## src/hdl/odr_pkg.sv

```systemverilog
// package: constants for the dual-role session and negotiation support logic
package odr_pkg;
   // ----------------------------------------------------------------
   // register byte addresses
   // ----------------------------------------------------------------
   localparam logic [11:0] ADDR_CTRL     = 12'h374;
   localparam logic [11:0] ADDR_STATUS   = 12'h378;
   localparam logic [11:0] ADDR_LATCH    = 12'h37C;
   localparam logic [11:0] ADDR_EN_FALL  = 12'h380;
   localparam logic [11:0] ADDR_EN_RISE  = 12'h384;
   localparam logic [11:0] ADDR_TMR_LO   = 12'h388;
   localparam logic [11:0] ADDR_TMR_HI   = 12'h38C;
   localparam logic [11:0] ADDR_PERIPH   = 12'h218;
   // ----------------------------------------------------------------
   // control bit positions
   // ----------------------------------------------------------------
   localparam int CTL_DPLUS_PULLUP_CTL   = 0;
   localparam int CTL_DM_PULLUP   = 1;
   localparam int CTL_DP_PULLDN   = 2;
   localparam int CTL_DM_PULLDN   = 3;
   localparam int CTL_DRV_VBUS    = 4;
   localparam int CTL_DISCHRG     = 5;
   localparam int CTL_CHRG        = 6;
   localparam int CTL_HOST_SEL    = 7;
   localparam int CTL_IDLE_IRQ_EN = 9;
   localparam int CTL_OTG_EN      = 10;
   localparam logic [15:0] CTRL_RESET = 16'h0000;
   // ----------------------------------------------------------------
   // status, latch, idle flag and timer bit positions
   // ----------------------------------------------------------------
   localparam int ST_ID       = 0;
   localparam int ST_SESS_VLD = 1;
   localparam int ST_DPLUS_PULSE_DETECT   = 2;
   localparam int ST_VBUS_VLD = 3;
   localparam int ST_SUSPEND  = 4;
   localparam int ST_RESUME   = 5;
   localparam int ST_OVC      = 6;
   localparam int ST_SESS_END = 7;
   localparam int ST_SE0_SRP  = 8;
   localparam int LT_TIMEOUT  = 9;
   localparam int PI_IDLE     = 0;
   localparam int TMR_RUN     = 31;
   // ----------------------------------------------------------------
   // timing
   // ----------------------------------------------------------------
   localparam int CLK_PERIOD_PS   = 5000;
   localparam int TMR_BASE_PS     = 10000000;
   localparam int TMR_TICK_CYCLES = TMR_BASE_PS / CLK_PERIOD_PS;
   localparam int SUSPEND_US      = 3000;
   localparam int SE0_SRP_US      = 2000;
   localparam int SUSPEND_CYCLES  = SUSPEND_US * 1000 / (CLK_PERIOD_PS / 1000);
   localparam int SE0_SRP_CYCLES  = SE0_SRP_US * 1000 / (CLK_PERIOD_PS / 1000);
   // ----------------------------------------------------------------
   // line monitor states
   // ----------------------------------------------------------------
   typedef enum logic [2:0] {
      MON_ACTIVE  = 3'b001,
      MON_SUSPEND = 3'b010,
      MON_SE0     = 3'b100
   } odr_mon_t;
endpackage

```

## src/hdl/odr_dual_role.sv

```systemverilog
// module: dual-role port support logic with AHB-Lite register slave
//
// The AHB-Lite slave port and the register offsets were decided locally.
module odr_dual_role #(
   parameter int SUSPEND_CYC = odr_pkg::SUSPEND_CYCLES,
   parameter int SE0_SRP_CYC = odr_pkg::SE0_SRP_CYCLES
) (
   // clock and reset
   input  wire logic        hclk,
   input  wire logic        hresetn,
   // ahb-lite slave
   input  wire logic        hsel,
   input  wire logic [31:0] haddr,
   input  wire logic [1:0]  htrans,
   input  wire logic        hwrite,
   input  wire logic [2:0]  hsize,
   input  wire logic [31:0] hwdata,
   input  wire logic        hready,
   output logic             hreadyout,
   output logic [31:0]      hrdata,
   output logic             hresp,
   // port pins and comparators
   input  wire logic        plug_identity_pin,
   input  wire logic        dplus_in,
   input  wire logic        dminus_in,
   input  wire logic        sess_vld_in,
   input  wire logic        vbus_vld_in,
   input  wire logic        sess_end_in,
   input  wire logic        overcurrent_in,
   // port controls
   output logic             a_device_role,
   output logic             dplus_pullup_ctl,
   output logic             dminus_pullup_ctl,
   output logic             dplus_pulldown_ctl,
   output logic             dminus_pulldown_ctl,
   output logic             bus_power_drive,
   output logic             bus_power_charge,
   output logic             bus_power_discharge,
   output logic             host_mode,
   output logic             otg_mode
);
   // ----------------------------------------------------------------
   // pin synchronisers
   // ----------------------------------------------------------------
   localparam int NPIN = 7;
   logic [NPIN-1:0] pin_raw;
   logic [NPIN-1:0] pin_meta_reg;
   logic [NPIN-1:0] pin_sync_reg;
   assign pin_raw = {overcurrent_in, sess_end_in, vbus_vld_in, sess_vld_in,
                     dminus_in, dplus_in, plug_identity_pin};
   genvar gi;
   generate
      for (gi = 0; gi < NPIN; gi++) begin : g_sync
         // two stages per pin
         always_ff @(posedge hclk or negedge hresetn) begin
            if (!hresetn) begin
               pin_meta_reg[gi] <= 1'b1;
               pin_sync_reg[gi] <= 1'b1;
            end else begin
               pin_meta_reg[gi] <= pin_raw[gi];
               pin_sync_reg[gi] <= pin_meta_reg[gi];
            end
         end
      end
   endgenerate
   logic id_s, dp_s, dm_s, sv_s, vv_s, se_s, oc_s;
   assign {oc_s, se_s, vv_s, sv_s, dm_s, dp_s, id_s} = pin_sync_reg;

   // ----------------------------------------------------------------
   // registers
   // ----------------------------------------------------------------
   logic [15:0] ctrl_reg;
   logic [15:0] latch_reg;
   logic [15:0] en_fall_reg;
   logic [15:0] en_rise_reg;
   logic [31:0] tmr_reg;
   logic        idle_flag_reg;
   logic [15:0] status;
   logic [15:0] status_prev_reg;
   logic [15:0] hw_event;
   logic        tmr_done;
   logic        idle_enter;

   // ----------------------------------------------------------------
   // ahb-lite slave
   // ----------------------------------------------------------------
   logic        wr_pend_reg;
   logic        rd_pend_reg;
   logic [11:0] addr_reg;
   logic        addr_phase;
   assign addr_phase = hsel & htrans[1] & hready;

   // address phase capture, reads get one wait state
   always_ff @(posedge hclk or negedge hresetn) begin
      if (!hresetn) begin
         wr_pend_reg <= 1'b0;
         rd_pend_reg <= 1'b0;
         addr_reg    <= 12'h000;
         hreadyout   <= 1'b1;
         hrdata      <= 32'h0000_0000;
      end else begin
         if (addr_phase) begin
            wr_pend_reg <= hwrite;
            rd_pend_reg <= ~hwrite;
            addr_reg    <= haddr[11:0];
            hreadyout   <= hwrite;
         end else if (hready) begin
            wr_pend_reg <= 1'b0;
            rd_pend_reg <= 1'b0;
         end
         if (rd_pend_reg && !hreadyout) begin
            hrdata    <= rd_mux(addr_reg);
            hreadyout <= 1'b1;
         end
      end
   end

   // response is always okay
   always_ff @(posedge hclk or negedge hresetn) begin
      if (!hresetn) begin
         hresp <= 1'b0;
      end else begin
         hresp <= 1'b0;
      end
   end

   // read mux, unmapped addresses read zero
   function automatic logic [31:0] rd_mux(input logic [11:0] a);
      logic [31:0] d;
      d = 32'h0000_0000;
      case (a)
         odr_pkg::ADDR_CTRL:    d = {16'h0000, ctrl_reg};
         odr_pkg::ADDR_STATUS:  d = {16'h0000, status};
         odr_pkg::ADDR_LATCH:   d = {16'h0000, latch_reg};
         odr_pkg::ADDR_EN_FALL: d = {16'h0000, en_fall_reg};
         odr_pkg::ADDR_EN_RISE: d = {16'h0000, en_rise_reg};
         odr_pkg::ADDR_TMR_LO:  d = {16'h0000, tmr_reg[15:0]};
         odr_pkg::ADDR_TMR_HI:  d = {16'h0000, tmr_reg[31:16]};
         odr_pkg::ADDR_PERIPH:  d = {31'h0000_0000, idle_flag_reg};
         default:               d = 32'h0000_0000;
      endcase
      return d;
   endfunction

   logic wr_ctrl, wr_latch, wr_fall, wr_rise, wr_tlo, wr_thi, wr_peri;
   assign wr_ctrl  = wr_pend_reg && addr_reg == odr_pkg::ADDR_CTRL;
   assign wr_latch = wr_pend_reg && addr_reg == odr_pkg::ADDR_LATCH;
   assign wr_fall  = wr_pend_reg && addr_reg == odr_pkg::ADDR_EN_FALL;
   assign wr_rise  = wr_pend_reg && addr_reg == odr_pkg::ADDR_EN_RISE;
   assign wr_tlo   = wr_pend_reg && addr_reg == odr_pkg::ADDR_TMR_LO;
   assign wr_thi   = wr_pend_reg && addr_reg == odr_pkg::ADDR_TMR_HI;
   assign wr_peri  = wr_pend_reg && addr_reg == odr_pkg::ADDR_PERIPH;

   // set half in low word, clear half in high word, clear wins
   function automatic logic [15:0] setclr(input logic [15:0] cur, input logic [31:0] w);
      return (cur | w[15:0]) & ~w[31:16];
   endfunction

   // control register
   always_ff @(posedge hclk or negedge hresetn) begin
      if (!hresetn) begin
         ctrl_reg <= odr_pkg::CTRL_RESET;
      end else if (wr_ctrl) begin
         ctrl_reg <= setclr(ctrl_reg, hwdata);
      end
   end

   // interrupt enables
   always_ff @(posedge hclk or negedge hresetn) begin
      if (!hresetn) begin
         en_fall_reg <= 16'h0000;
         en_rise_reg <= 16'h0000;
      end else begin
         if (wr_fall) en_fall_reg <= setclr(en_fall_reg, hwdata);
         if (wr_rise) en_rise_reg <= setclr(en_rise_reg, hwdata);
      end
   end

   // ----------------------------------------------------------------
   // line monitor
   // ----------------------------------------------------------------
   odr_pkg::odr_mon_t mon_reg;
   logic [19:0] idle_cnt_reg;
   logic [1:0]  line_prev_reg;
   logic        j_state, se0_state, k_state;
   assign j_state   = dp_s & ~dm_s;
   assign se0_state = ~dp_s & ~dm_s;
   assign k_state   = ~dp_s & dm_s;

   // counts cycles without a line change
   always_ff @(posedge hclk or negedge hresetn) begin
      if (!hresetn) begin
         idle_cnt_reg  <= 20'h00000;
         line_prev_reg <= 2'b00;
      end else begin
         line_prev_reg <= {dm_s, dp_s};
         if ({dm_s, dp_s} != line_prev_reg) idle_cnt_reg <= 20'h00000;
         else if (idle_cnt_reg != 20'hFFFFF) idle_cnt_reg <= idle_cnt_reg + 20'h00001;
      end
   end

   // idle j is suspend, long se0 is the line-idle request condition
   always_ff @(posedge hclk or negedge hresetn) begin
      if (!hresetn) begin
         mon_reg <= odr_pkg::MON_ACTIVE;
      end else begin
         case (mon_reg)
            odr_pkg::MON_ACTIVE: begin
               if (j_state && idle_cnt_reg >= 20'(SUSPEND_CYC))
                  mon_reg <= odr_pkg::MON_SUSPEND;
               else if (se0_state && idle_cnt_reg >= 20'(SE0_SRP_CYC))
                  mon_reg <= odr_pkg::MON_SE0;
            end
            odr_pkg::MON_SUSPEND: begin
               if (!j_state) mon_reg <= odr_pkg::MON_ACTIVE;
            end
            odr_pkg::MON_SE0: begin
               if (!se0_state) mon_reg <= odr_pkg::MON_ACTIVE;
            end
            default: mon_reg <= odr_pkg::MON_ACTIVE;
         endcase
      end
   end
   assign idle_enter = mon_reg != odr_pkg::MON_SUSPEND && j_state &&
                       idle_cnt_reg >= 20'(SUSPEND_CYC) && mon_reg == odr_pkg::MON_ACTIVE;

   // resume seen while suspended
   logic resume_reg;
   always_ff @(posedge hclk or negedge hresetn) begin
      if (!hresetn) begin
         resume_reg <= 1'b0;
      end else if (mon_reg == odr_pkg::MON_SUSPEND && k_state) begin
         resume_reg <= 1'b1;
      end else if (mon_reg == odr_pkg::MON_ACTIVE && !k_state) begin
         resume_reg <= 1'b0;
      end
   end

   // peripheral bus idle flag, set wins over write-one clear
   always_ff @(posedge hclk or negedge hresetn) begin
      if (!hresetn) begin
         idle_flag_reg <= 1'b0;
      end else begin
         idle_flag_reg <= (idle_flag_reg & ~(wr_peri & hwdata[odr_pkg::PI_IDLE])) |
                          (idle_enter & ctrl_reg[odr_pkg::CTL_IDLE_IRQ_EN]);
      end
   end

   // ----------------------------------------------------------------
   // status and latch
   // ----------------------------------------------------------------
   logic dplus_pulse_detect;
   // d+ only, seen as a-device while not powering the bus
   assign dplus_pulse_detect = ~id_s & dp_s & ~ctrl_reg[odr_pkg::CTL_DRV_VBUS];
   always_comb begin
      status = 16'h0000;
      status[odr_pkg::ST_ID]       = id_s;
      status[odr_pkg::ST_SESS_VLD] = sv_s;
      status[odr_pkg::ST_DPLUS_PULSE_DETECT]   = dplus_pulse_detect;
      status[odr_pkg::ST_VBUS_VLD] = vv_s;
      status[odr_pkg::ST_SUSPEND]  = mon_reg == odr_pkg::MON_SUSPEND;
      status[odr_pkg::ST_RESUME]   = resume_reg;
      status[odr_pkg::ST_OVC]      = oc_s;
      status[odr_pkg::ST_SESS_END] = se_s;
      status[odr_pkg::ST_SE0_SRP]  = mon_reg == odr_pkg::MON_SE0;
   end

   // previous status for edge detection
   always_ff @(posedge hclk or negedge hresetn) begin
      if (!hresetn) begin
         status_prev_reg <= 16'h0000;
      end else begin
         status_prev_reg <= status;
      end
   end

   // rise and fall events gated by the enables
   always_comb begin
      hw_event = (status & ~status_prev_reg & en_rise_reg) |
                 (~status & status_prev_reg & en_fall_reg);
      hw_event[odr_pkg::LT_TIMEOUT] = tmr_done;
   end

   // latch: event set wins over software clear
   always_ff @(posedge hclk or negedge hresetn) begin
      if (!hresetn) begin
         latch_reg <= 16'h0000;
      end else if (wr_latch) begin
         latch_reg <= setclr(latch_reg, hwdata) | hw_event;
      end else begin
         latch_reg <= latch_reg | hw_event;
      end
   end

   // ----------------------------------------------------------------
   // programmable timer
   // ----------------------------------------------------------------
   logic [11:0] tick_cnt_reg;
   logic [23:0] unit_cnt_reg;
   localparam logic [11:0] TICK_LAST = 12'(odr_pkg::TMR_TICK_CYCLES - 1);
   assign tmr_done = tmr_reg[odr_pkg::TMR_RUN] && tick_cnt_reg == TICK_LAST &&
                     unit_cnt_reg + 24'h000001 >= tmr_reg[23:0];

   // timer word: software starts and stops, hardware stops at time-out
   always_ff @(posedge hclk or negedge hresetn) begin
      if (!hresetn) begin
         tmr_reg <= 32'h0000_0000;
      end else begin
         if (wr_tlo) tmr_reg[15:0] <= setclr(tmr_reg[15:0], hwdata);
         if (wr_thi) tmr_reg[31:16] <= setclr(tmr_reg[31:16], hwdata);
         if (tmr_done) tmr_reg[odr_pkg::TMR_RUN] <= 1'b0;
      end
   end

   // base tick of 0.01 ms counted in clock cycles
   always_ff @(posedge hclk or negedge hresetn) begin
      if (!hresetn) begin
         tick_cnt_reg <= 12'h000;
         unit_cnt_reg <= 24'h000000;
      end else if (!tmr_reg[odr_pkg::TMR_RUN]) begin
         tick_cnt_reg <= 12'h000;
         unit_cnt_reg <= 24'h000000;
      end else if (tick_cnt_reg == TICK_LAST) begin
         tick_cnt_reg <= 12'h000;
         unit_cnt_reg <= unit_cnt_reg + 24'h000001;
      end else begin
         tick_cnt_reg <= tick_cnt_reg + 12'h001;
      end
   end

   // ----------------------------------------------------------------
   // port control outputs
   // ----------------------------------------------------------------
   always_ff @(posedge hclk or negedge hresetn) begin
      if (!hresetn) begin
         a_device_role       <= 1'b0;
         dplus_pullup_ctl    <= 1'b0;
         dminus_pullup_ctl   <= 1'b0;
         dplus_pulldown_ctl  <= 1'b0;
         dminus_pulldown_ctl <= 1'b0;
         bus_power_drive     <= 1'b0;
         bus_power_charge    <= 1'b0;
         bus_power_discharge <= 1'b0;
         host_mode           <= 1'b0;
         otg_mode            <= 1'b0;
      end else begin
         a_device_role       <= ~id_s;
         dplus_pullup_ctl    <= ctrl_reg[odr_pkg::CTL_DPLUS_PULLUP_CTL];
         dminus_pullup_ctl   <= ctrl_reg[odr_pkg::CTL_DM_PULLUP];
         dplus_pulldown_ctl  <= ctrl_reg[odr_pkg::CTL_DP_PULLDN];
         dminus_pulldown_ctl <= ctrl_reg[odr_pkg::CTL_DM_PULLDN];
         bus_power_drive     <= ctrl_reg[odr_pkg::CTL_DRV_VBUS] & ~id_s;
         bus_power_charge    <= ctrl_reg[odr_pkg::CTL_CHRG];
         bus_power_discharge <= ctrl_reg[odr_pkg::CTL_DISCHRG];
         host_mode           <= ctrl_reg[odr_pkg::CTL_OTG_EN] ? ~id_s
                                : ctrl_reg[odr_pkg::CTL_HOST_SEL];
         otg_mode            <= ctrl_reg[odr_pkg::CTL_OTG_EN];
      end
   end

   // ----------------------------------------------------------------
   // assertions
   // ----------------------------------------------------------------
   chk_role_follows_id: assert property (@(posedge hclk) disable iff (!hresetn)
      id_s |=> !a_device_role) else $error("role not B after id high");
   chk_vbus_only_a: assert property (@(posedge hclk) disable iff (!hresetn)
      bus_power_drive |-> $past(!id_s)) else $error("bus power driven as B");
   chk_latch_vld_rise: assert property (@(posedge hclk) disable iff (!hresetn)
      (en_rise_reg[odr_pkg::ST_SESS_VLD] && $rose(sv_s)) |=> ##1
      latch_reg[odr_pkg::ST_SESS_VLD]) else $error("session valid rise lost");
   chk_latch_vld_fall: assert property (@(posedge hclk) disable iff (!hresetn)
      (en_fall_reg[odr_pkg::ST_SESS_VLD] && $fell(sv_s)) |=> ##1
      latch_reg[odr_pkg::ST_SESS_VLD]) else $error("session valid fall lost");
   chk_dp_pulse_line: assert property (@(posedge hclk) disable iff (!hresetn)
      status[odr_pkg::ST_DPLUS_PULSE_DETECT] |-> dp_s && !id_s) else $error("pulse not on d+");
   chk_dp_pulse_latch: assert property (@(posedge hclk) disable iff (!hresetn)
      (en_rise_reg[odr_pkg::ST_DPLUS_PULSE_DETECT] && $rose(dplus_pulse_detect)) |=> ##1
      latch_reg[odr_pkg::ST_DPLUS_PULSE_DETECT]) else $error("d+ pulse not latched");
   chk_timer_timeout: assert property (@(posedge hclk) disable iff (!hresetn)
      tmr_done |=> latch_reg[odr_pkg::LT_TIMEOUT] && !tmr_reg[odr_pkg::TMR_RUN])
      else $error("timeout not latched");
   chk_ctrl_set_clear: assert property (@(posedge hclk) disable iff (!hresetn)
      (wr_ctrl && hwdata[odr_pkg::CTL_DPLUS_PULLUP_CTL] && !hwdata[16]) |=> ##1
      dplus_pullup_ctl) else $error("pull-up set not applied");
   chk_ctrl_clear: assert property (@(posedge hclk) disable iff (!hresetn)
      (wr_ctrl && hwdata[16 + odr_pkg::CTL_CHRG]) |=> ##1 !bus_power_charge)
      else $error("charge clear not applied");
   chk_idle_flag: assert property (@(posedge hclk) disable iff (!hresetn)
      (idle_enter && ctrl_reg[odr_pkg::CTL_IDLE_IRQ_EN]) |=> idle_flag_reg)
      else $error("bus idle flag not raised");
   chk_read_wait: assert property (@(posedge hclk) disable iff (!hresetn)
      (addr_phase && !hwrite) |=> !hreadyout ##1 hreadyout)
      else $error("read answer timing wrong");
   cov_timeout: cover property (@(posedge hclk) disable iff (!hresetn) tmr_done);
   cov_dp_pulse: cover property (@(posedge hclk) disable iff (!hresetn) $rose(dplus_pulse_detect));
   cov_suspend: cover property (@(posedge hclk) disable iff (!hresetn)
      mon_reg == odr_pkg::MON_SUSPEND);
   cov_se0_idle: cover property (@(posedge hclk) disable iff (!hresetn)
      mon_reg == odr_pkg::MON_SE0);
endmodule // odr_dual_role

```

## config.mk

```make
export PLATFORM = sky130hd
export DESIGN_NAME = odr_dual_role
export DESIGN_NICKNAME = d
export VERILOG_FILES = /design/src/hdl/odr_pkg.sv /design/src/hdl/odr_dual_role.sv
export SDC_FILE = /design/constraint.sdc
export NUM_CORES = 1
export LEC_CHECK = 0
export ABC_AREA = 1
export BUFFER_PORTS_ARGS = -buffer_cell sky130_fd_sc_hd__buf_4
export CORE_AREA = 2 2 130 196
export DETAILED_ROUTE_END_ITERATION = 6
export DIE_AREA = 0 0 132 198
export HOLD_SLACK_MARGIN = 0.15
export PLACE_DENSITY = 0.79
export SYNTH_ARGS = -nofsm -noshare
export SYNTH_HDL_FRONTEND = slang
export SYNTH_SLANG_ARGS = --single-unit
```

## constraint.sdc

```tcl
create_clock -name hclk -period 2 [get_ports hclk]
set_input_delay 0.4 -clock hclk [delete_from_list [all_inputs] [get_ports hclk]]
set_output_delay 0.4 -clock hclk [all_outputs]
set_load 0.05 [all_outputs]
```

==> results.txt, run 1 <==
For this run, the leading register cell type out of synthesis is dfrtp_1. The sequential element share of the synthesized area came out at 46.4%. The number of H-tree levels is 1. The DRC violation total after the first TritonRoute iteration came out at 937. The critical path arrival is 2.81 ns. The top cell types in the final layout, fill and taps aside, are 386 x nand2_1, 207 x dfrtp_1, 194 x inv_1, 174 x buf_4, 136 x nor2_1. The total track usage is 26.1%. The capturing element type of the critical path is a flip-flop. The worst setup path is launched from a flip-flop. Dividing the detail-routed wire length by the instance count gives 16.9 um. The largest individual stage delay along the critical path comes from the cell dfrtp_1. The final routed DRC violation total is 3.

The final worst-path cycle share came out at 119%. Timing analysis after detailed placement gives a worst setup slack of -0.469 ns. The die outline width is 132 um. The upper clock frequency limit came out at around 420 MHz. The setup TNS is -0.762 ns. The share of flip-flops with an asynchronous set or reset is 100%. The number of pins with negative max-slew slack in the final report is 0. The switching power summed over all nets came out at between 2 and 3 mW.

Ranked by total cell area, the synthesized netlist is headed by dfrtp_1 43%, nand2_1 12%, inv_1 6.1%. The endpoint required time on the critical path is 2.43 ns. The number of placed instances, taps included, is 1959.

The routability congestion estimate from global placement came out at 0.933. The critical path crosses 19 cells after its start point. The total CTS buffers is 22. The total iterations of the first detailed-routing run is 7. The total clock sinks came out at roughly 220.

The number of cells produced by synthesis came out at 1497. The library cell used most frequently in the layout, excluding fill and tap cells, is nand2_1. At the pin with the least slew margin, the transition time is approximately 0.83 ns. The initial antenna violation count is 2. The placed wire-length estimate is 24100 um.

Setup repair after global routing could not meet its margin everywhere. The multi-input logic area came out at approximately 5500 sq um. The number of buffers between clock root and the deepest sink came out at 3. The number of cells on the worst hold path is 3.

The run finished, with violations left. The tightest min-delay check is of the input port to flip-flop type. The netlist uses 51 different library cells. The synthesized area per cell is 8.06 sq um. The clock share of power came out at about two fifths. The wire length on met1 came out at 12800 um. In the final design database the tool counted around 1800 nets. The switching share of power came out at 26.3%. The cell row count came out at 71.

The reported leakage power is 7.57 nW. The path depth of the worst reg2reg path is 19. For this configuration, the core starts out at a cell density of between 40% and 50%. The signal on the critical path passes through ha_4, nand2_4, nor2_4, nand4_1, buf_6, nor2_4, xor2_2, inv_1, ha_1, nand2_1, inv_1, nand2_1, nand2_1, nand2_1, nand2_1, nand2_1, nand4_1, nand2_1, nand2_1.

Sequential cells account for 48.6% of the total power. The critical path class is flip-flop to flip-flop. Of the post-synthesis cell area, the dominant cell type holds 42.9%. The final critical-path setup slack came out at -0.387 ns. The total placed instance area came out at 13600 sq um. The cell internal power dissipation came out at 7.38 mW. The clock transition time at the flip-flop clock pins of the worst setup and hold paths is 0.07 ns.

The number of setup violations in the final report is 2. The tree is rooted in a clkbuf_16. The flip-flop count of the largest register, all copies and words added is 32. Of all nets on the critical path, the largest fanout is 5. The total count of hold-check failures in the final report came to 0. TritonCTS built the clock tree.

The ratio of cells with drive above 1 in the final layout is a little under a fifth. The share of the core filled with cells is 60.6%. Combinational cells account for 10.5% of the total power. The post-synthesis cell area came out at between 10000 and 15000 sq um. The global route total overflow is 0. The worst IR drop on VDD came out at 0.488 mV. After detailed routing, the number of vias per cell comes to between 5 and 6.

Between clock sinks in the finished design, the worst skew comes to ~0.024 ns. The worst max-slew margin expressed relative to the limit came out at 44.5%. The critical path contains buffers and inverters numbering 3 combined. The library cell occupying the most area in the post-synthesis netlist is dfrtp_1. The routed length on met2 is 17600 um. The worst-case hold slack is 0.153 ns. The top routing layer in use is met5. After the flow finishes, the layout carries non-filler instances totaling 2051. The post-detailed-route count of antenna-violating nets came out at 0. The final period demand of the worst path came out at 2.39 ns. The wire length of the first global-routing pass came out at roughly 55000 um. The kind of cell adding the most delay to the critical path is simple AND/OR/NAND/NOR gates. The register bit total from synthesis is 223. The final standard cell area without fillers came out at 14900 sq um. The tool flagged a number of max-cap violations equal to 0.

The routed wire length on met3 is 2220 um. During synthesis, Yosys emitted a total of 0 warnings. The detailed-route via count came out at 11300. The power density relative to cell area is between 600 and 700 nW/um^2. Entering global routing, the biggest net connects 56 pins. The number of global-route vias before repair is 11300. The height of the die came out at 198 um. For this design the top-level I/O count stands at 125.

The number of filler instances in the final layout came out at 2057. In this design, the critical path's most frequently occurring cell is nand2_1. Port buffering added 83 buffers. The routed wire length is 34600 um. The total die area is between 20000 and 30000 sq um. Counting flops with a built-in enable in the synthesized netlist gives 0. The clock latency on the worst-skew pair is 0.54 ns. The checks that failed: DRC, setup timing. For flop-to-flop paths, the worst setup slack is -0.39 ns. For this run, the slowest stage of the critical path takes 0.40 ns. From synthesis to final layout, the design area changed by 23.6%. The final total power is about 10 mW.

Summing all flip-flop and latch instances after layout gives 5600 sq um. The core outline area is 24600 sq um.
cell type report:
type	count	share of cell area, %
tap	328	2.75
multi-input combinational	1033	36.8
clock inverter	6	0.470
timing repair buffer	227	13.1
sequential	223	37.6
inverter	200	5.03
antenna	1	0.0168
clock buffer	33	4.24
worst register-to-register path: cells and delay by family, from the launching register on:
family,cells,cell delay (ns)
XOR/XNOR,1,0.17
flip-flops,1,0.40
AND/OR/NAND/NOR,13,0.98
adder cells (fa/ha/maj),2,0.44
buffers and inverters,3,0.28
what timing repair did:
item                       in CTS  in global routing
pin swaps                      11                 15
gates cloned                    0                  3
hold endpoints to repair      133                  0
resized for setup               6                 13
hold buffers                   40                  0
setup endpoints to repair       2                 21
buffers inserted                6                  5
per-layer routing:
layer	track usage [%]	vias up
met2	47.7	518
li1	-	5273
met1	28.6	5408
met4	15.1	2
met3	3.97	142
met5	0	-
cell usage after synthesis, drive strengths merged (2+ instances only):
cell type / count
nand2: 394
a31oi: 7
nor4: 3
dfrtp: 207
nand3: 116
dfstp: 16
a21o: 2
xnor2: 5
nor3: 27
o22ai: 14
nor2: 161
a22oi: 53
o22a: 2
a21oi: 31
a2bb2oi: 8
inv: 199
clkbuf: 6
nand4: 31
o211ai: 19
ha: 28
nand3b: 2
or2: 3
o21ai: 82
xor2: 12
buf: 53
o21a: 8
power groups by stage:
stage	clock, mW	combinational, mW	sequential (mW)
detailed placement	0	0.963	4.95
CTS	4.16	1.03	4.87
global route	4.33	1.15	4.89
finish	4.10	1.05	4.87
floorplan	0	0.528	4.96
global placement	0	0.934	4.94
cells by family (layout without fill, tap and decap cells):
group | count (synthesis) | count (layout) | share of synthesized area (%)
XOR/XNOR | 17 | 17 | 1.23
adder cells (fa/ha/maj) | 28 | 28 | 2.90
flip-flops | 223 | 223 | 46.4
buffers and inverters | 259 | 466 | 9.56
other | 1 | 18 | 0.0311
AND/OR/NAND/NOR | 739 | 741 | 26.9
AO/OA/AOI/OAI | 230 | 230 | 12.9
path summary, 6_finish.rpt:
path,start,to
max in group asynchronous,hresetn,pin_meta_reg[5]
min in group asynchronous,hresetn,idle_cnt_reg[8]
worst min register to register,pin_meta_reg[0],id_s
worst max-delay path,unit_cnt_reg[0],latch_reg[9]
worst max register to register,unit_cnt_reg[0],latch_reg[9]
worst min-delay path,hwdata[1],en_fall_reg[1]
Power figures use the tool's default switching activity.
==> run 2, diff against run 1 <==
--- a/config.mk
+++ b/config.mk
@@ -6,12 +6,12 @@
 export NUM_CORES = 1
 export LEC_CHECK = 0
 export ABC_AREA = 1
-export BUFFER_PORTS_ARGS = -buffer_cell sky130_fd_sc_hd__buf_4
 export CORE_AREA = 2 2 130 196
 export DETAILED_ROUTE_END_ITERATION = 6
 export DIE_AREA = 0 0 132 198
+export DONT_BUFFER_PORTS = 1
 export HOLD_SLACK_MARGIN = 0.15
-export PLACE_DENSITY = 0.79
+export PLACE_DENSITY = 0.75
 export SYNTH_ARGS = -nofsm -noshare
 export SYNTH_HDL_FRONTEND = slang
 export SYNTH_SLANG_ARGS = --single-unit
==> run 2 against run 1 <==
The flow finishes with violations (hold timing, setup timing). Hold slack worse by 0.58 ns. Register-to-register slack worse by 0.06 ns. Total power down 0.52%. Combinational power down 26%. Via count down 4.1%. Non-clock buffer count down 73. First-iteration DRC count down 21%. Worst setup slack worse by 0.065 ns. Sequential cell count unchanged. Clock power up 4%. Critical path type unchanged. Largest cell class unchanged.
==> results.txt, run 2 (synthesized netlist as in run 1, its figures left out) <==
The flow ran to the end, but the final reports show violations. The checks that failed: hold timing, setup timing. The worst setup path is captured at a flip-flop. The clock transition time at the flip-flop clock pins of the worst setup and hold paths is 0.07 ns (about the same). The reported leakage power was 7.18 nW (-5.1%). The total of buffers placed on input and output ports came to 0 (-100%). Setup repair after global routing could not meet its margin everywhere.

The number of pins with negative max-slew slack in the final report came out at 0 (unchanged). The critical path arrival was 2.87 ns (+0.06 ns). The number of H-tree levels came out at 1 (unchanged). Leaving out fill and tap cells, the most frequent cell in the layout is nand2_1. The worst setup path is of the flip-flop to flip-flop kind. The number of setup violations in the final report came out at 3 (+1). The startpoint type of the worst setup path is a flip-flop. The via count normalized by instance count came to 5.50 (-0.64%). The root buffer cell chosen for the clock tree is clkbuf_16.

The power density relative to cell area was 691 nW/um^2 (+2.8%). The routed wire length is 33600 um (-2.8%). The final critical-path setup slack is -0.451 ns (-0.0646 ns). The height of the die is 198 um (unchanged). The clock latency on the worst-skew pair was 0.53 ns (about the same). The initial antenna violation count is 3 (+1). The endpoint required time on the critical path came to 2.42 ns (about the same). The number of top-level design ports came out at 125 (unchanged). The worst-case hold slack came to -0.427 ns (-0.581 ns). The cell count after placement was 1874 (-4.3%). The global route total overflow came out at 0 (unchanged). The starting density of the core is 49.0% (unchanged).

The total CTS buffers is 23 (+4.5%). The total count of hold-check failures in the final report is 221 (+221). The worst setup skew after layout was 0.0151 ns (-0.00916 ns). The final routed DRC violation total is 0 (-3). The upper clock frequency limit is 408 MHz (-2.6%). The total track usage is 25.5% (-0.56 points).

The total iterations of the first detailed-routing run is 5 (-2). The number of buffers inserted by hold repair at cts came out at 54 (+35%). The total clock sinks is 223 (unchanged). The slack of the worst reg-to-reg path was -0.45 ns (-0.06 ns). Leaving out fill and tap cells, the most frequent cells in the layout are 382 x nand2_1, 207 x dfrtp_1, 192 x inv_1, 133 x nor2_1, 113 x nand3_1. The detailed-route via count is 10900 (-4.1%). The wire length of the first global-routing pass is 53900 um (-1.8%). The number of global-route vias before repair is 11000 (-2.4%).

The DRC violation total after the first TritonRoute iteration came out at 743 (-21%). The post-detailed-route count of antenna-violating nets is 0 (unchanged). The maximum number of pins on one net before global-route repair was 224 (+300%). The total die area was 26100 sq um (unchanged). The setup TNS came out at -0.899 ns (-0.137 ns). The maximum fanout along the worst path came out at 3 (-2). The cell row count came out at 71 (unchanged). The core outline area came out at 24600 sq um (unchanged). The path depth of the worst reg2reg path came out at 16 (-3). The number of nets at the end of the flow is 1744 (-4.0%). The synthesis-to-layout area growth came out at 19.6%. The number of filler instances in the final layout is 2158 (+4.9%). The actual slew at the worst max-slew pin came to 0.601 ns (-0.230 ns). The multi-input logic area came out at 5500 sq um (+0.30%). The area taken by flip-flops and latches came out at 5600 sq um (unchanged). The final period demand of the worst path came to 2.45 ns (+0.0646 ns). The die outline width is 132 um (unchanged). The flip-flop count of the largest register, all copies and words added is 32 (unchanged). TritonCTS built the clock tree. The placed wire-length estimate is 23400 um (-2.8%). The ratio of cells with drive above 1 in the final layout is 14.7% (-3.6 points). The routability congestion estimate from global placement is 0.928 (-0.56%).

The classification of the worst-slack hold path is input port to async pin. The worst IR drop on VDD came out at 0.547 mV (+12%). The number of buffers between clock root and the deepest sink is 3 (unchanged). The routed wirelength normalized by instance count came out at 17.0 um (+0.73%). In this run the critical register-to-register path is captured at latch_reg[9].

The number of violations of the max-capacitance limit is 0 (unchanged). The worst max-slew margin expressed relative to the limit came out at 59.6% (+15 points). The final worst-path cycle share came out at 123% (+3.2 points). The post-route non-filler standard cell count is 1979 (-3.5%). In this run the critical register-to-register path is launched from unit_cnt_reg[1].
## run 2: cell types whose count changed in the layout (fill, tap and decap cells not counted), sizes merged
cell         before  now
bufinv            1    2
clkbuf           34   29
buf             186  100
clkinvlp          0    3
clkinv            5    6
dlygate4sd3      40   54
## run 2: critical path, cell delays in order, from the launching register on
cell and delay, ns:
dfrtp_1 0.36, ha_2 0.19, nand2_2 0.07, nor2_4 0.13, nand4_1 0.15, buf_4 0.18, nor3_4 0.17, xor2_1 0.20
ha_1 0.27, nand2_2 0.09, inv_2 0.04, nand2_2 0.06, a21oi_2 0.05, nor2_1 0.11, nand4_1 0.14, nand2_1 0.09
nand2_1 0.05
## run 2: power by group
group / internal (mW) / total (mW) / switching [mW]
sequential: 4.70 / 4.93 / 0.225
clock: 2.45 / 4.27 / 1.81
combinational: 0.263 / 0.773 / 0.510
total: 7.42 / 9.97 / 2.55
## run 2: final cells by class
type,count,area share [%]
Inverter,200,5.23
Tap cell,328,2.84
Multi-Input combinational cell,1033,38.1
Clock inverter,11,0.815
Antenna cell,1,0.0173
Clock buffer,29,4.28
Timing Repair Buffer,154,9.87
Sequential cell,223,38.8
## run 2: through the flow
| stage | util [%] | power, mW | instance area, sq um | hold WS (ns) | setup WS [ns] |
|---|---|---|---|---|---|
| floorplan | - | 5.49 | 12100 | 0.104 | -0.148 |
| detailed placement | 52.6 | 5.63 | 12900 | 0.111 | -0.436 |
| CTS | 57.8 | 10.0 | 14200 | -0.445 | -0.381 |
| global placement | 52.6 | 5.60 | 12900 | 0.110 | -0.336 |
| global route | 58.6 | 10.3 | 14400 | -0.449 | -0.616 |
| finish | 58.6 | 9.97 | 14400 | -0.427 | -0.451 |
## run 2: routing by layer
metal | track usage [%] | routed length [um]
met1 | 28.7 | 12500
met2 | 45.9 | 17100
met3 | 3.61 | 1940
met4 | 15.3 | 2060
met5 | 0 | 24
## run 2: worst max path at each step
stage,startpoint,to,cells after the start
after floorplan,unit_cnt_reg[0],latch_reg[9],18
after global placement,unit_cnt_reg[0],latch_reg[9],18
after detailed placement,unit_cnt_reg[0],tmr_reg[31],15
after CTS,unit_cnt_reg[0],latch_reg[9],18
after global routing,unit_cnt_reg[1],latch_reg[9],16
final,unit_cnt_reg[1],latch_reg[9],16
## run 2: repair_timing
action | CTS | global route
hold endpoints to repair | 341 | 223
gates resized for setup | 2 | 27
cloned | 0 | 2
setup buffers | 2 | 6
setup endpoints to repair | 2 | 39
pin swaps | 3 | 22
==> run 3, diff against run 2 <==
--- a/config.mk
+++ b/config.mk
@@ -6,12 +6,12 @@
 export NUM_CORES = 1
 export LEC_CHECK = 0
 export ABC_AREA = 1
-export CORE_AREA = 2 2 130 196
+export CORE_AREA = 2 2 121 182
 export DETAILED_ROUTE_END_ITERATION = 6
-export DIE_AREA = 0 0 132 198
+export DIE_AREA = 0 0 123 184
 export DONT_BUFFER_PORTS = 1
 export HOLD_SLACK_MARGIN = 0.15
-export PLACE_DENSITY = 0.75
+export PLACE_DENSITY = 0.84
 export SYNTH_ARGS = -nofsm -noshare
 export SYNTH_HDL_FRONTEND = slang
 export SYNTH_SLANG_ARGS = --single-unit
==> run 3 against run 2 <==
The run ends with DRC, hold timing, setup timing left. Critical path depth rose by 3. Final cell count decreased by 3.0%. Total power up 2.0%. Global-route usage up 4.8 points. Utilization increased by 10 points. Sequential share of layout area is essentially flat.
==> results.txt, run 3 (synthesized netlist as in run 1, its figures left out) <==
Leaving out fill and tap cells, the most frequent cell in the layout is nand2_1. The wire length of the first global-routing pass is 54300 um (+0.78%). The number of violations of the max-capacitance limit is 0 (unchanged). The CTS tree is done. The number of global-route vias before repair is 11200 (+1.8%).

The detailed-route via count is 11300 (+4.3%). The height of the die is 184 um (-7.1%). The worst setup path is launched from a flip-flop. The ratio of cells with drive above 1 in the final layout is 15.7% (+0.97 points). The met1 routing resource usage after global routing is 34.9% (+6.2 points).

On the critical path, the stage with the largest delay is an instance of dfrtp_1. The endpoint required time on the critical path came out at 2.40 ns (-0.02 ns). The worst slack at placement is -0.450 ns (-0.0140 ns). Setup repair after global routing could not meet its margin everywhere. The actual slew at the worst max-slew pin is 0.606 ns (+0.00428 ns).

The total clock sinks is 223 (unchanged). The worst setup skew after layout came out at 0.0110 ns (-0.00412 ns). The number of H-tree levels was 1 (unchanged). The DRC violation total after the first TritonRoute iteration is 1193 (+61%). The global route total overflow is 0 (unchanged).

The cell row count is 65 (-8.5%). The total iterations of the first detailed-routing run is 7 (+2). The total die area is 22600 sq um (-13%).

By startpoint and endpoint, the worst setup path is classified as flip-flop to flip-flop. The final routed DRC violation total came out at 1 (+1). The maximum number of pins on one net before global-route repair is 224 (unchanged). The total placed instance area came out at 12800 sq um (-1.0%).

The post-detailed-route count of antenna-violating nets came out at 0 (unchanged). The total track usage is 30.3% (+4.8 points). The clock transition time at the flip-flop clock pins of the worst setup and hold paths was 0.06 ns (about the same). The upper clock frequency limit came to 437 MHz (+7.0%). The via count normalized by instance count came out at 5.91 (+7.5%).

The worst setup path is captured at a flip-flop. The clock share of power is 43.7% (+0.9 points). The reported leakage power is 7.19 nW (+0.18%).

The starting density of the core came out at 57.5% (+8.5 points). The final standard cell area without fillers came out at 14400 sq um (+0.11%). The worst-case hold slack is -0.421 ns (+0.00650 ns). The critical path arrival is 2.69 ns (-0.18 ns). The signal on the critical path passes through ha_2, nand2_2, nor2_4, nand4_1, buf_6, buf_4, buf_4, nand2_1, nand2_2, inv_1, ha_1, nand2_1, nor2_1, nand2_1, nor2_1, nand2_1, nand4_1, nand2_1, nand2_1. The number of top-level design ports is 125 (unchanged).

In the layout the commonest cells are 380 x nand2_1, 204 x dfrtp_1, 194 x inv_1, 123 x nor2_1, 111 x nand3_1. The routed wire length was 34500 um (+2.6%). The placed wire-length estimate came out at 22500 um (-4.0%). The worst IR drop on VDD came out at 1.03 mV (+88%).

The core outline area was 21000 sq um (-15%). The initial antenna violation count came out at 2 (-1). The number of setup violations in the final report came out at 2 (-1). The total CTS buffers came out at 22 (-4.3%).

The final worst-path cycle share came out at 115% (-8.1 points). The delay of the slowest cell on the worst path was 0.35 ns (about the same). The global routing usage on met2 is 52.5% (+6.6 points). The switching power summed over all nets was 2.50 mW (-1.7%). The final critical-path setup slack is -0.290 ns (+0.161 ns). The maximum fanout along the worst path is 5 (+2). The power density relative to cell area is 704 nW/um^2 (+1.9%). The layer flagged by global routing as most heavily used is met2. The number of buffers between clock root and the deepest sink came out at 3 (unchanged). The total of buffers placed on input and output ports came out at 0 (unchanged). The routability congestion estimate from global placement is 0.926 (-0.24%).

The relative contribution of combinational cells to total power came out at 7.7% (about the same). The routed wirelength normalized by instance count came to 18.0 um (+5.7%). The total count of hold-check failures in the final report was 223 (+0.90%). The number of buffers inserted by hold repair at cts came to 54 (unchanged). The cell sitting at the root of the clock tree is a clkbuf_16. The final period demand of the worst path came out at 2.29 ns (-0.161 ns). The clock latency on the worst-skew pair came out at 0.52 ns (about the same). Among the stages of the critical path, the cell type that occurs most often is nand2_1.

The fraction of power consumed by sequential logic came to 48.6% (-0.9 points). The classification of the worst-slack hold path is input port to async pin. The met3 capacity usage during global routing came out at 4.53% (+0.92 points).

The switching share of power came out at 24.6% (-0.92 points). The die outline width came to 123 um (-6.8%). The number of nets at the end of the flow is 1745 (+0.057%). The run finished, with violations left. The worst max-slew margin expressed relative to the limit was 59.3% (-0.29 points).

The number of pins with negative max-slew slack in the final report came out at 0 (unchanged). The final reports fail on DRC, hold timing, setup timing. The flip-flop count of the largest register, all copies and words added came out at 32 (unchanged). The cell internal power dissipation is 7.66 mW (+3.3%). The synthesis-to-layout area growth is 19.7%.
run 3: cell types whose count changed in the layout (fill, tap and decap cells not counted), sizes merged:
cell | previous run | this run
buf | 100 | 102
bufinv | 2 | 3
clkbuf | 29 | 33
clkinv | 6 | 3
clkinvlp | 3 | 0
diode | 1 | 2
inv | 200 | 199
run 3: power groups by stage:
| stage | clock network (mW) | logic, mW | registers (mW) |
|---|---|---|---|
| final | 4.44 | 0.785 | 4.94 |
| after global routing | 4.70 | 0.856 | 4.96 |
| after CTS | 4.50 | 0.757 | 4.93 |
| after detailed placement | 0 | 0.617 | 5.01 |
| after global placement | 0 | 0.591 | 5.00 |
| after floorplan | 0 | 0.528 | 4.96 |
run 3: layout make-up:
| class | count | area (sq um) |
|---|---|---|
| timing repair buffer | 156 | 1410 |
| antenna | 2 | 5.00 |
| tap | 268 | 335 |
| inverter | 200 | 751 |
| sequential | 223 | 5600 |
| clock inverter | 5 | 100 |
| multi-input combinational | 1033 | 5570 |
| fill | 1588 | 6540 |
| clock buffer | 33 | 673 |
run 3: layer usage:
| metal | part of all wire [%] | wire, um |
|---|---|---|
| met2 | 50 | 17100 |
| met4 | 6.9 | 2400 |
| met1 | 35 | 12200 |
| met3 | 7.9 | 2710 |
| met5 | 0.038 | 13 |
run 3: what timing repair did:
action                                  in CTS  in global routing
endpoints found under the setup margin      18                 45
hold endpoints to repair                   339                223
pin swaps                                    6                  8
setup buffers                                7                  7
cloned                                       0                  2
resized for setup                           18                 34
run 3: path summary, 6_finish.rpt:
check / start / endpoint / slack, ns / cells after the start
setup / recovery: unit_cnt_reg[0] / latch_reg[9] / -0.29 / 19
hold / removal: hresetn / idle_cnt_reg[7] / -0.42 / 0
setup reg to reg: unit_cnt_reg[0] / latch_reg[9] / -0.29 / 19
hold reg to reg: pin_meta_reg[4] / vv_s / 0.35 / 0
max in group asynchronous: hresetn / hreadyout / 2.04 / 0
min in group hclk: hwdata[3] / latch_reg[3] / 0.16 / 2
run 3: metrics by stage:
stage                     util [%]  cells  setup TNS, ns  power [mW]
final                         68.9   1920         -0.579        10.2
after global routing          68.8   1919          -1.28        10.5
after CTS                     67.9   1909         -0.569        10.2
after detailed placement      61.0   1810         -0.960        5.62
after global placement        61.0   1810         -0.720        5.59
after floorplan                  -   1513         -0.290        5.49
run 3: critical path: cells and delay by family (launching register included):
| kind | cells | cell delay [ns] |
|---|---|---|
| adder cells (fa/ha/maj) | 2 | 0.40 |
| buffers and inverters | 4 | 0.47 |
| flip-flops | 1 | 0.35 |
| AND/OR/NAND/NOR | 13 | 0.95 |
